**src/label_parser_pkg.sv**
```systemverilog
package label_parser_pkg;

	// byte codes seen by the parser
	localparam logic [7:0] CODE_BS = 8'h08;
	localparam logic [7:0] CODE_LF = 8'h0A;
	localparam logic [7:0] CODE_FF = 8'h0C;
	localparam logic [7:0] CODE_CR = 8'h0D;
	localparam logic [7:0] CODE_ESC = 8'h1B;
	localparam logic [7:0] CODE_SPACE = 8'h20;
	localparam logic [7:0] CH_AMP = 8'h26;
	localparam logic [7:0] CH_MINUS = 8'h2D;
	localparam logic [7:0] CH_ZERO = 8'h30;
	localparam logic [7:0] CH_NINE = 8'h39;
	localparam logic [7:0] CH_AT = 8'h40;
	localparam logic [7:0] CH_C = 8'h43;
	localparam logic [7:0] CH_G = 8'h47;
	localparam logic [7:0] CH_K = 8'h4B;
	localparam logic [7:0] CH_S = 8'h53;
	localparam logic [7:0] CH_Y = 8'h59;
	localparam logic [7:0] CH_Z = 8'h5A;
	localparam logic [7:0] CH_D_LOW = 8'h64;
	localparam logic [7:0] CH_V_LOW = 8'h76;

	// line geometry and colour limits
	localparam logic [6:0] COL_FIRST = 7'h00;
	localparam logic [6:0] COL_LAST = 7'h4F;
	localparam logic [4:0] COLOUR_MAX = 5'h0F;
	localparam logic [4:0] COLOUR_SAT = 5'h10;
	localparam logic [7:0] COLOUR_SAT_W = 8'h10;
	localparam logic [7:0] DEC_BASE = 8'h0A;
	localparam logic [1:0] COLOUR_SEQ_MAX = 2'h3;
	localparam logic [3:0] COLOUR_NONE = 4'h0;

	// register map, byte addresses
	localparam logic [3:0] ADDR_CTRL = 4'h0;
	localparam logic [3:0] ADDR_STATUS = 4'h4;
	localparam int CTRL_ITEM_LSB = 0;
	localparam int CTRL_COLOUR_BIT = 8;
	localparam int ST_COL_LSB = 0;
	localparam int ST_LIT_BIT = 8;
	localparam int ST_BLINK_BIT = 9;
	localparam int ST_INV_BIT = 10;
	localparam int ST_UL_BIT = 11;
	localparam int ST_FG_LSB = 12;
	localparam int ST_BG_LSB = 16;
	localparam int ST_CNT_LSB = 20;
	localparam int ST_ERR_BIT = 24;
	localparam logic [7:0] RST_ITEM = 8'h00;
	localparam logic RST_COLOUR_SUPPORT = 1'b1;
	localparam logic [1:0] RESP_OKAY = 2'h0;
	localparam logic [1:0] RESP_SLVERR = 2'h2;

	// parser states
	typedef enum logic [2:0] {
		P_TEXT = 3'b000,
		P_ESC = 3'b001,
		P_ESC_LIT = 3'b010,
		P_AMP = 3'b011,
		P_ENH = 3'b100,
		P_CSIGN = 3'b101,
		P_CNUM = 3'b110
	} pstate_e;

endpackage

```
**src/label_text_escape_parser.sv**
```systemverilog
`timescale 1ns/1ps
// Overview of operation
// - backspace moves pen left one column
// - form feed blanks line, pen to left
// - carriage return puts pen at left
// - escape byte opens every multi-byte command
// - escape C moves pen right one
// - escape G acts as carriage return
// - escape K clears to end of line
// - escape Y sets literal mode; escape Z is drawn in it, so never clears it
// - enhancement is escape, ampersand, d, selector
// - selector picks blink, inverse, underline combinations
// - enhancements only with nonzero item number
// - escape ampersand v number S overrides colour
// - colour 1 to 15 sets foreground
// - colour -15 to -1 sets background
// - colour zero restores pen-select colour
// - at most three colour sequences per label
// - colour sequences need nonzero item number
// - colourless variant flags colour sequence error
// - literal mode draws control and escape bytes
// - literal mode still executes CR and LF
// - normal mode executes, never draws, controls
// - new label clears literal mode
// - nonzero item forces literal, ignores Y/Z
module label_text_escape_parser
	import label_parser_pkg::*;
(
	input wire logic ref_clk,
	input wire logic rst_b,
	input wire logic [3:0] awaddr,
	input wire logic awvalid,
	output logic awready,
	input wire logic [31:0] wdata,
	input wire logic [3:0] wstrb,
	input wire logic wvalid,
	output logic wready,
	output logic [1:0] bresp,
	output logic bvalid,
	input wire logic bready,
	input wire logic [3:0] araddr,
	input wire logic arvalid,
	output logic arready,
	output logic [31:0] rdata,
	output logic [1:0] rresp,
	output logic rvalid,
	input wire logic rready,
	input wire logic labelStart,
	input wire logic byteValid,
	input wire logic [7:0] byteData,
	output logic glyphValid,
	output logic [7:0] glyphCode,
	output logic [6:0] penCol,
	output logic clearLine,
	output logic clearToEnd,
	output logic lineFeed,
	output logic literalMode,
	output logic blink,
	output logic inverse,
	output logic underline,
	output logic [3:0] fgColour,
	output logic [3:0] bgColour,
	output logic colourError
);

	////////////////////////////////////////////////////////////////////////
	// state record
	typedef struct packed {
		logic awReady; // address channel open
		logic wReady; // data channel open
		logic awHeld; // write address captured
		logic wHeld; // write data captured
		logic [3:0] awAddr;
		logic [31:0] wData;
		logic [3:0] wStrb;
		logic bValid;
		logic [1:0] bResp;
		logic arReady;
		logic rValid;
		logic [31:0] rData;
		logic [1:0] rResp;
		logic [7:0] itemNumber; // nonzero enables attributes
		logic colourSupport; // variant has colour pens
		pstate_e pst; // parser position in a sequence
		logic [6:0] penCol;
		logic literal;
		logic blink;
		logic inverse;
		logic underline;
		logic [3:0] fg; // zero means pen-select colour
		logic [3:0] bg;
		logic [1:0] colourCount; // sequences honoured this label
		logic negative;
		logic hasDigit;
		logic [4:0] number; // saturates above the colour range
		logic error; // sticky colour-on-mono error
		logic glyphValid;
		logic [7:0] glyphCode;
		logic clearLine;
		logic clearToEnd;
		logic lineFeed;
	} state_s;

	state_s s;
	state_s next_s;

	////////////////////////////////////////////////////////////////////////
	// next-state logic: bus slave and parser in one process
	always_comb
	begin
		logic [31:0] statusWord;
		logic [7:0] acc;
		logic itemSet;
		logic asText;
		logic doWrite;
		statusWord = '0;
		acc = '0;
		itemSet = 1'b0;
		asText = 1'b0;
		doWrite = 1'b0;
		next_s = s;
		// one-cycle pulses fall by default
		next_s.glyphValid = 1'b0;
		next_s.clearLine = 1'b0;
		next_s.clearToEnd = 1'b0;
		next_s.lineFeed = 1'b0;
		itemSet = (s.itemNumber != RST_ITEM);

		// status word assembled from live parser state
		statusWord[ST_COL_LSB +: 7] = s.penCol;
		statusWord[ST_LIT_BIT] = s.literal;
		statusWord[ST_BLINK_BIT] = s.blink;
		statusWord[ST_INV_BIT] = s.inverse;
		statusWord[ST_UL_BIT] = s.underline;
		statusWord[ST_FG_LSB +: 4] = s.fg;
		statusWord[ST_BG_LSB +: 4] = s.bg;
		statusWord[ST_CNT_LSB +: 2] = s.colourCount;
		statusWord[ST_ERR_BIT] = s.error;

		// write channels taken in either order
		if (awvalid && s.awReady)
		begin
			next_s.awHeld = 1'b1;
			next_s.awAddr = awaddr;
		end
		if (wvalid && s.wReady)
		begin
			next_s.wHeld = 1'b1;
			next_s.wData = wdata;
			next_s.wStrb = wstrb;
		end
		if (s.bValid && bready)
		begin
			next_s.bValid = 1'b0;
		end
		// both halves present: commit and answer
		if (s.awHeld && s.wHeld && !s.bValid)
		begin
			next_s.awHeld = 1'b0;
			next_s.wHeld = 1'b0;
			next_s.bValid = 1'b1;
			next_s.bResp = RESP_OKAY;
			doWrite = 1'b1;
			if (s.awAddr == ADDR_CTRL)
			begin
				if (s.wStrb[0])
				begin
					next_s.itemNumber = s.wData[CTRL_ITEM_LSB +: 8];
				end
				if (s.wStrb[1])
				begin
					next_s.colourSupport = s.wData[CTRL_COLOUR_BIT];
				end
			end
			else if (s.awAddr != ADDR_STATUS)
			begin
				// unmapped address
				next_s.bResp = RESP_SLVERR;
			end
		end
		next_s.awReady = !next_s.awHeld && !next_s.bValid;
		next_s.wReady = !next_s.wHeld && !next_s.bValid;

		// read channel: one outstanding, answer next cycle
		if (s.rValid && rready)
		begin
			next_s.rValid = 1'b0;
		end
		if (arvalid && s.arReady)
		begin
			next_s.rValid = 1'b1;
			next_s.rResp = RESP_OKAY;
			if (araddr == ADDR_CTRL)
			begin
				next_s.rData = '0;
				next_s.rData[CTRL_ITEM_LSB +: 8] = s.itemNumber;
				next_s.rData[CTRL_COLOUR_BIT] = s.colourSupport;
			end
			else if (araddr == ADDR_STATUS)
			begin
				next_s.rData = statusWord;
			end
			else
			begin
				next_s.rData = '0;
				next_s.rResp = RESP_SLVERR;
			end
		end
		next_s.arReady = !next_s.rValid;

		// write-1-to-clear of the error bit; a new error below wins
		if (doWrite && s.awAddr == ADDR_STATUS && s.wStrb[3] && s.wData[ST_ERR_BIT])
		begin
			next_s.error = 1'b0;
		end

		// parser: a label start outranks a byte in the same cycle
		if (labelStart)
		begin
			next_s.literal = 1'b0;
			next_s.pst = P_TEXT;
			next_s.penCol = COL_FIRST;
			next_s.blink = 1'b0;
			next_s.inverse = 1'b0;
			next_s.underline = 1'b0;
			next_s.fg = COLOUR_NONE;
			next_s.bg = COLOUR_NONE;
			next_s.colourCount = '0;
		end
		else if (byteValid)
		begin
			next_s.pst = P_TEXT;
			case (s.pst)
				P_TEXT:
				begin
					asText = 1'b1;
				end
				P_ESC_LIT:
				begin
					// literal escape was drawn; an ampersand still opens attributes
					if (byteData == CH_AMP)
					begin
						next_s.pst = P_AMP;
					end
					else
					begin
						asText = 1'b1;
					end
				end
				P_ESC:
				begin
					// single-letter commands; unknown ones are dropped, neither drawn nor executed
					if (byteData == CH_C)
					begin
						if (s.penCol != COL_LAST)
						begin
							next_s.penCol = s.penCol + 7'h01;
						end
					end
					else if (byteData == CH_G)
					begin
						next_s.penCol = COL_FIRST;
					end
					else if (byteData == CH_K)
					begin
						next_s.clearToEnd = 1'b1;
					end
					else if (byteData == CH_Y && !itemSet)
					begin
						next_s.literal = 1'b1;
					end
					else if (byteData == CH_Z && !itemSet)
					begin
						next_s.literal = 1'b0;
					end
					else if (byteData == CH_AMP)
					begin
						next_s.pst = P_AMP;
					end
				end
				P_AMP:
				begin
					if (byteData == CH_D_LOW)
					begin
						next_s.pst = P_ENH;
					end
					else if (byteData == CH_V_LOW)
					begin
						next_s.pst = P_CSIGN;
						next_s.negative = 1'b0;
						next_s.hasDigit = 1'b0;
						next_s.number = '0;
					end
				end
				P_ENH:
				begin
					// selector low three bits: blink, inverse, underline
					if (itemSet && byteData >= CH_AT && byteData <= CH_G)
					begin
						next_s.blink = byteData[0];
						next_s.inverse = byteData[1];
						next_s.underline = byteData[2];
					end
				end
				P_CSIGN, P_CNUM:
				begin
					if (byteData >= CH_ZERO && byteData <= CH_NINE)
					begin
						acc = {3'h0, s.number} * DEC_BASE + (byteData - CH_ZERO);
						next_s.number = (acc > COLOUR_SAT_W) ? COLOUR_SAT : acc[4:0];
						next_s.hasDigit = 1'b1;
						next_s.pst = P_CNUM;
					end
					else if (byteData == CH_MINUS && s.pst == P_CSIGN)
					begin
						next_s.negative = 1'b1;
						next_s.pst = P_CNUM;
					end
					else if (byteData == CH_S && s.hasDigit)
					begin
						if (!s.colourSupport)
						begin
							next_s.error = 1'b1;
						end
						else if (itemSet && s.colourCount != COLOUR_SEQ_MAX && s.number <= COLOUR_MAX)
						begin
							next_s.colourCount = s.colourCount + 2'h1;
							if (s.number == '0)
							begin
								next_s.fg = COLOUR_NONE;
								next_s.bg = COLOUR_NONE;
							end
							else if (s.negative)
							begin
								next_s.bg = s.number[3:0];
							end
							else
							begin
								next_s.fg = s.number[3:0];
							end
						end
					end
				end
				default:
				begin
					next_s.pst = P_TEXT;
				end
			endcase

			// plain text and control codes
			if (asText)
			begin
				if (byteData == CODE_CR)
				begin
					next_s.penCol = COL_FIRST;
				end
				else if (byteData == CODE_LF)
				begin
					next_s.lineFeed = 1'b1;
				end
				else if (byteData == CODE_ESC && !s.literal)
				begin
					next_s.pst = P_ESC;
				end
				else if (byteData == CODE_BS && !s.literal)
				begin
					if (s.penCol != COL_FIRST)
					begin
						next_s.penCol = s.penCol - 7'h01;
					end
				end
				else if (byteData == CODE_FF && !s.literal)
				begin
					next_s.clearLine = 1'b1;
					next_s.penCol = COL_FIRST;
				end
				else if (byteData < CODE_SPACE && !s.literal)
				begin
					// other control codes are silently executed as no-ops
				end
				else
				begin
					// drawn glyph, including controls in literal mode
					next_s.glyphValid = 1'b1;
					next_s.glyphCode = byteData;
					if (s.penCol != COL_LAST)
					begin
						next_s.penCol = s.penCol + 7'h01;
					end
					if (byteData == CODE_ESC)
					begin
						next_s.pst = P_ESC_LIT;
					end
				end
			end
		end

		// a numbered label is always literal
		if (next_s.itemNumber != RST_ITEM)
		begin
			next_s.literal = 1'b1;
		end
	end

	////////////////////////////////////////////////////////////////////////
	// state register
	always_ff @(posedge ref_clk or negedge rst_b)
	begin
		if (!rst_b)
		begin
			s <= '0;
			s.colourSupport <= RST_COLOUR_SUPPORT;
			s.itemNumber <= RST_ITEM;
			s.pst <= P_TEXT;
		end
		else
		begin
			s <= next_s;
		end
	end

	// outputs straight from the record
	assign awready = s.awReady;
	assign wready = s.wReady;
	assign bvalid = s.bValid;
	assign bresp = s.bResp;
	assign arready = s.arReady;
	assign rvalid = s.rValid;
	assign rdata = s.rData;
	assign rresp = s.rResp;
	assign glyphValid = s.glyphValid;
	assign glyphCode = s.glyphCode;
	assign penCol = s.penCol;
	assign clearLine = s.clearLine;
	assign clearToEnd = s.clearToEnd;
	assign lineFeed = s.lineFeed;
	assign literalMode = s.literal;
	assign blink = s.blink;
	assign inverse = s.inverse;
	assign underline = s.underline;
	assign fgColour = s.fg;
	assign bgColour = s.bg;
	assign colourError = s.error;

	logic byteIn;
	assign byteIn = byteValid && !labelStart;
endmodule

```
**config.mk**
```make
export PLATFORM = sky130hd
export DESIGN_NAME = label_text_escape_parser
export DESIGN_NICKNAME = d
export VERILOG_FILES = /design/src/label_parser_pkg.sv /design/src/label_text_escape_parser.sv
export SDC_FILE = /design/constraint.sdc
export NUM_CORES = 1
export LEC_CHECK = 0
export BUFFER_PORTS_ARGS = -buffer_cell sky130_fd_sc_hd__buf_2
export CAP_MARGIN = 10
export CORE_MARGIN = 1
export CORE_UTILIZATION = 60
export CTS_BUF_LIST = sky130_fd_sc_hd__clkbuf_8 sky130_fd_sc_hd__clkbuf_16
export DETAILED_ROUTE_END_ITERATION = 12
export GPL_TIMING_DRIVEN = 0
export PLACE_DENSITY = 0.87
export SYNTH_ARGS = -nofsm -noshare
export SYNTH_HDL_FRONTEND = slang
export SYNTH_SLANG_ARGS = --single-unit
```
**constraint.sdc**
```tcl
create_clock -name ref_clk -period 5.7 [get_ports ref_clk]
set_input_delay 0.285 -clock ref_clk [delete_from_list [all_inputs] [get_ports ref_clk]]
set_output_delay 0.285 -clock ref_clk [all_outputs]
set_load 0.05 [all_outputs]
```
==> results of run 1 <==
-- path summary, 6_finish.rpt --
path / startpoint / endpoint / slack, ps / cells past startpoint
max reg2reg: s[14] / s[14] / 2510 / 13
min in group asynchronous: rst_b / rresp[1] / 430 / 2
min reg2reg: rdata[7] / rdata[7] / 490 / 2
min: bready / bvalid / 90 / 2
max in group asynchronous: rst_b / s[44] / 4530 / 3
max: s[14] / s[14] / 2510 / 13
-- cell usage after synthesis, types with 3 or more instances --
library cell	n	area share
a211oi_1	4	0.0049
a21o_1	4	0.0049
a21oi_1	23	0.019
a221oi_1	3	0.0043
a22o_1	20	0.028
a31oi_1	4	0.0041
and2_1	4	0.0041
and3_1	6	0.0061
buf_2	3	0.0024
buf_4	60	0.073
buf_6	3	0.0055
clkbuf_1	24	0.015
clkbuf_8	3	0.0067
dfrtp_1	101	0.41
ha_1	21	0.043
inv_1	25	0.015
mux2_2	35	0.064
mux2i_1	23	0.037
nand2_1	36	0.022
nand2b_1	9	0.0091
nand3_1	14	0.011
nand3b_1	4	0.0049
nand4_1	3	0.0030
nand4b_1	3	0.0043
nor2_1	35	0.021
nor2b_1	4	0.0041
nor3_1	14	0.011
nor4_1	12	0.012
nor4bb_1	3	0.0049
o21ai_0	25	0.020
o31ai_1	10	0.012
or2b_2	3	0.0043
or3_1	5	0.0051
or4_1	8	0.0097
xnor2_1	3	0.0043
xor2_1	5	0.0071
-- where the power goes --
part / switching, µW / internal, µW
Combinational: 431 / 286
Clock: 286 / 183
Sequential: 123 / 872
-- layout make-up --
class / instances / area [µm²]
Inverter: 26 / 97.59
Clock buffer: 10 / 137.6
Tap cell: 133 / 166.4
Buffer: 93 / 630.6
Multi-Input combinational cell: 403 / 2920
Fill cell: 726 / 2765
Clock inverter: 6 / 67.56
Sequential cell: 102 / 2554
Timing Repair Buffer: 99 / 525.5
-- cells by family after synthesis --
family	after synthesis	share of synthesized area
AO/OA/AOI/OAI	120	0.1346
XOR/XNOR	8	0.01137
adder cells (fa/ha/maj)	23	0.04912
buffers and inverters	119	0.1181
flip-flops	102	0.4142
multiplexers	58	0.1013
other	1	0.0006083
AND/OR/NAND/NOR	183	0.1707
-- per-layer routing --
metal,vias up,wire (µm)
met5,-,0
met4,0,377
met3,39,911
met2,217,7516
met1,2507,6528
li1,2385,-
-- stage by stage --
step,hold WS (ps),cell area [µm²],cells,total power (µW)
floorplan,-10.59,6202,624,1513
global placement,454.7,6854,854,1678
detailed placement,323.8,6884,855,1719
CTS,78.44,7099,872,2178
global route,95.38,7099,872,2284
finish,86.49,7099,872,2180
-- state kept, by name, summed over array words and instances (netlist names), 4 cells and up --
signal and count:
fgColour 4, rdata 23, penCol 7, s 40, glyphCode 8, bgColour 4
-- critical path, cell delays in order, from the launching register on --
cell and delay [ps]:
dfrtp_1 470, ha_1 340, ha_1 160, inv_1 60
fa_1 370, xor2_1 170, ha_1 280, inv_1 40
ha_1 320, nor2b_1 170, a21oi_1 80, and3_1 200
and4_1 230, a22o_1 190
==> metrics.yaml, run 1 <==
crit_type: "register to register"
fin_nets: 818
slew_violations: 0
finalSetupViolations: 0
irDropWorstVdd_mv: 0.2583
synth_area_um2: 6165
layout_commonest_cell: "dfrtp_1"
wirelength_um: 15330
finalClockSkew_ps: 11.98
grt_util_met3: 0.04570
async_flop_share: 1.000
syn_inst: 614
arrival_ps: 3470
final_hold_viol_count: 0
synthFlopType: "dfrtp_1"
antenna_found_initial: 0
dp_hpwl_um: 11580
post_cts_resized: 0
cap_violations: 0
drtAntennaViolNets: 0
wire_per_inst_um: 17.58
path_clk_slew_ps: 110
finalWorstSetupSlack_ps: 2510
cts_tree: "done"
htree_levels: 3
ys_ff_latch: 102
pin_count: 134
drive_gt1_frac: 0.3194
drt_first_iter_violations: 397
core_area_um2: 9864
port_buffers: 97
syn_to_final_growth_pct: 15.16
clkLatencyLatePin_ps: 380
p_per_area_nw_per_um2: 307.1
die_x_um: 103.4
timing.final.crit_share: 0.5597
max_slew_margin: 0.2244
dieArea_um2: 10680
final_util: 0.7197
ctsHoldBuffers: 1
max-clock-path-buffers: 2
drc_errors: 0
vias_per_cell: 5.904
routabilityCongestion: 0.9255
yosysSeqAreaShare: 0.4142
critical_path_peak_fanout: 5
synth_edf_count: 0
place_ws_ps: 2537
fin_setup_tns_ps: 0
yosysWarnings: 0
end_kind: "register"
cts_setup_buffers: 0
top_usage_layer: "met2"
core.rowCount: 36
max_freq_mhz: 313.4
min_period_ps: 3190
die_h_um: 103.4
dr.pass1.iters: 7
use_met2: 0.5110
track_usage: 0.3056
most-common-layout-cells: "dfrtp_1 (101), buf_2 (99), buf_4 (61)"
worstPathRequired_ps: 5970
avgSynthCellArea_um2: 10.04
startpoint_type: "register"
cts_root_buffer: "clkbuf_8"
cts_sinks: 102
grt_pass1_wl_um: 24780
grt_max_degree: 60
worstMarginPinSlew_ps: 1153
p_leak_uw: 0.003467
overflow: 0
rsz0062_at_grt: "false"
synthDistinctLibCells: 76
cts_made_buffers: 9
met1_usage: 0.3989
status: "complete, no violations"
min_path_type: "primary input to register"
grt_pass1_vias: 5012
initial_core_util: 0.6249
antenna_cells: 0
vias: 5148
Power figures use the tool's default switching activity.
==> run 2: changes to the inputs <==
--- a/config.mk
+++ b/config.mk
@@ -8,11 +8,11 @@
 export BUFFER_PORTS_ARGS = -buffer_cell sky130_fd_sc_hd__buf_2
 export CAP_MARGIN = 10
 export CORE_MARGIN = 1
-export CORE_UTILIZATION = 60
+export CORE_UTILIZATION = 55
 export CTS_BUF_LIST = sky130_fd_sc_hd__clkbuf_8 sky130_fd_sc_hd__clkbuf_16
 export DETAILED_ROUTE_END_ITERATION = 12
 export GPL_TIMING_DRIVEN = 0
-export PLACE_DENSITY = 0.87
+export PLACE_DENSITY = 0.81
 export SYNTH_ARGS = -nofsm -noshare
 export SYNTH_HDL_FRONTEND = slang
 export SYNTH_SLANG_ARGS = --single-unit
==> constraint.sdc (replaced) <==
create_clock -name ref_clk -period 3.2 [get_ports ref_clk]
set_input_delay 0.16 -clock ref_clk [delete_from_list [all_inputs] [get_ports ref_clk]]
set_output_delay 0.16 -clock ref_clk [all_outputs]
set_load 0.05 [all_outputs]
==> run 2 against run 1 <==
  * Die area up 8.9%
  * Sequential power up 77%
  * Routed wire length up 0.46%
  * Largest power group unchanged
  * Global-route usage down 2.3 points
  * Critical endpoint is now penCol[4]
  * Worst hold slack worse by 83 ps
  * Register-to-register slack worse by 2400 ps
  * Highest routed layer unchanged
==> metrics.yaml, run 2 (synthesized netlist as in run 1, its figures left out) <==
track_usage: 0.2828
crit_type: "register to register"
critical_path_peak_fanout: 10
min_path_type: "primary input to register"
worst-path-buf-inv: 1
routabilityCongestion: 0.9009
htree_levels: 3
wire_per_inst_um: 17.31
regMostFlops: "s"
fin_cells: 890
finalClockSkew_ps: 15.23
finalWorstSetupSlack_ps: 149.6
fin_nets: 829
overflow: 0
initial_core_util: 0.5662
min_period_ps: 3050
max_slew_margin: 0.2363
status: "complete, no violations"
end_kind: "register"
worstMarginPinSlew_ps: 1135
fin_area_um2: 7243
largest_reg_flops: 40
grt_pass1_wl_um: 25340
irDropWorstVdd_mv: 0.4008
drt_first_iter_violations: 356
crit_chain: "clkbuf_1 > or3b_2 > nor4_1 > o21ai_0 > a221oi_1 > nor3_1"
slowest_stage: "nor4_1"
cap_violations: 0
vias: 5148
critical-path-top-delay-family: "simple AND/OR/NAND/NOR gates"
vias_per_cell: 5.784
hold_slack_ps: 3.503
place_ws_ps: 30.62
rr_startpoint: "s[43]"
dp_hpwl_um: 11480
path_clk_slew_ps: 110
cts_sinks: 102
grt_pass1_vias: 5171
syn_to_final_growth_pct: 17.50
placed_area_um2: 6893
timing.final.crit_share: 0.9533
slew_violations: 0
cts_made_buffers: 9
min_from: "wdata[7]"
grt_max_degree: 67
antenna_found_initial: 0
cts_root_buffer: "clkbuf_8"
p_leak_uw: 0.003522
max_freq_mhz: 327.8
drtAntennaViolNets: 0
die_h_um: 107.9
cts_tree: "done"
dieArea_um2: 11640
crit_start: "s[43]"
pin_count: 134
drc_errors: 0
crit_path_max_incr_delay_ps: 780
antenna_cells: 0
max-clock-path-buffers: 2
final_hold_viol_count: 0
dp.cells: 862
worstPathRequired_ps: 3460
p_per_area_nw_per_um2: 543.8
finalSetupViolations: 0
core_area_um2: 10890
arrival_ps: 3310
clkLatencyLatePin_ps: 390
core.rowCount: 38
port_buffers: 97
die_x_um: 107.9
startpoint_type: "register"
dr.pass1.iters: 7
drive_gt1_frac: 0.3280
most-common-layout-cells: "buf_2 (99), dfrtp_1 (99), buf_4 (65)"
wirelength_um: 15400
[run 2: through the flow]
stage                     TNS [ps]  power (µW)  utilization
after floorplan                  0        2695            -
final                            0        3939       0.6652
after CTS                        0        3945       0.6603
after global routing        -2.739        4135       0.6652
after detailed placement         0        3053       0.6331
after global placement           0        2999       0.6303
[run 2: what timing repair did]
| action | CTS | global route |
|---|---|---|
| hold buffers | 8 | 0 |
| endpoints found under the setup margin | 0 | 5 |
| endpoints found under the hold margin | 43 | 0 |
| setup buffers | 0 | 4 |
| gates resized for setup | 0 | 7 |
[run 2: path summary, 6_finish.rpt]
path | endpoint | slack, ps | cells after the start
worst min register to register | awready | 490 | 1
worst max register to register | penCol[4] | 150 | 6
worst min-delay path | s[103] | 4 | 2
worst max-delay path | penCol[4] | 150 | 6
min in group asynchronous | arready | 280 | 2
max in group asynchronous | s[44] | 2190 | 3
[run 2: final cells by class]
type	instances	area (µm²)
clock inverters	5	65.06
multi-input cells	403	2942
fillers	887	3645
flip-flops and latches	102	2556
well taps	140	175.2
inverters	26	97.59
plain buffers	93	630.6
clock buffers	11	151.4
repair buffers	110	625.6
[run 2: power by group]
| part | total [µW] | switching [µW] | internal (µW) | leakage, µW |
|---|---|---|---|---|
| combinational | 1280 | 765 | 516 | 0.00209 |
| sequential | 1760 | 207 | 1550 | 0.00132 |
| clock | 897 | 483 | 414 | 0.000109 |
| total | 3940 | 1450 | 2480 | 0.00352 |
[run 2: metal layers]
layer / vias up / track usage / routed length, µm
met5: - / 0 / 0
met4: 0 / 0.1233 / 381
met3: 34 / 0.04358 / 814
met2: 206 / 0.4666 / 7518
met1: 2504 / 0.3681 / 6689
li1: 2404 / - / -
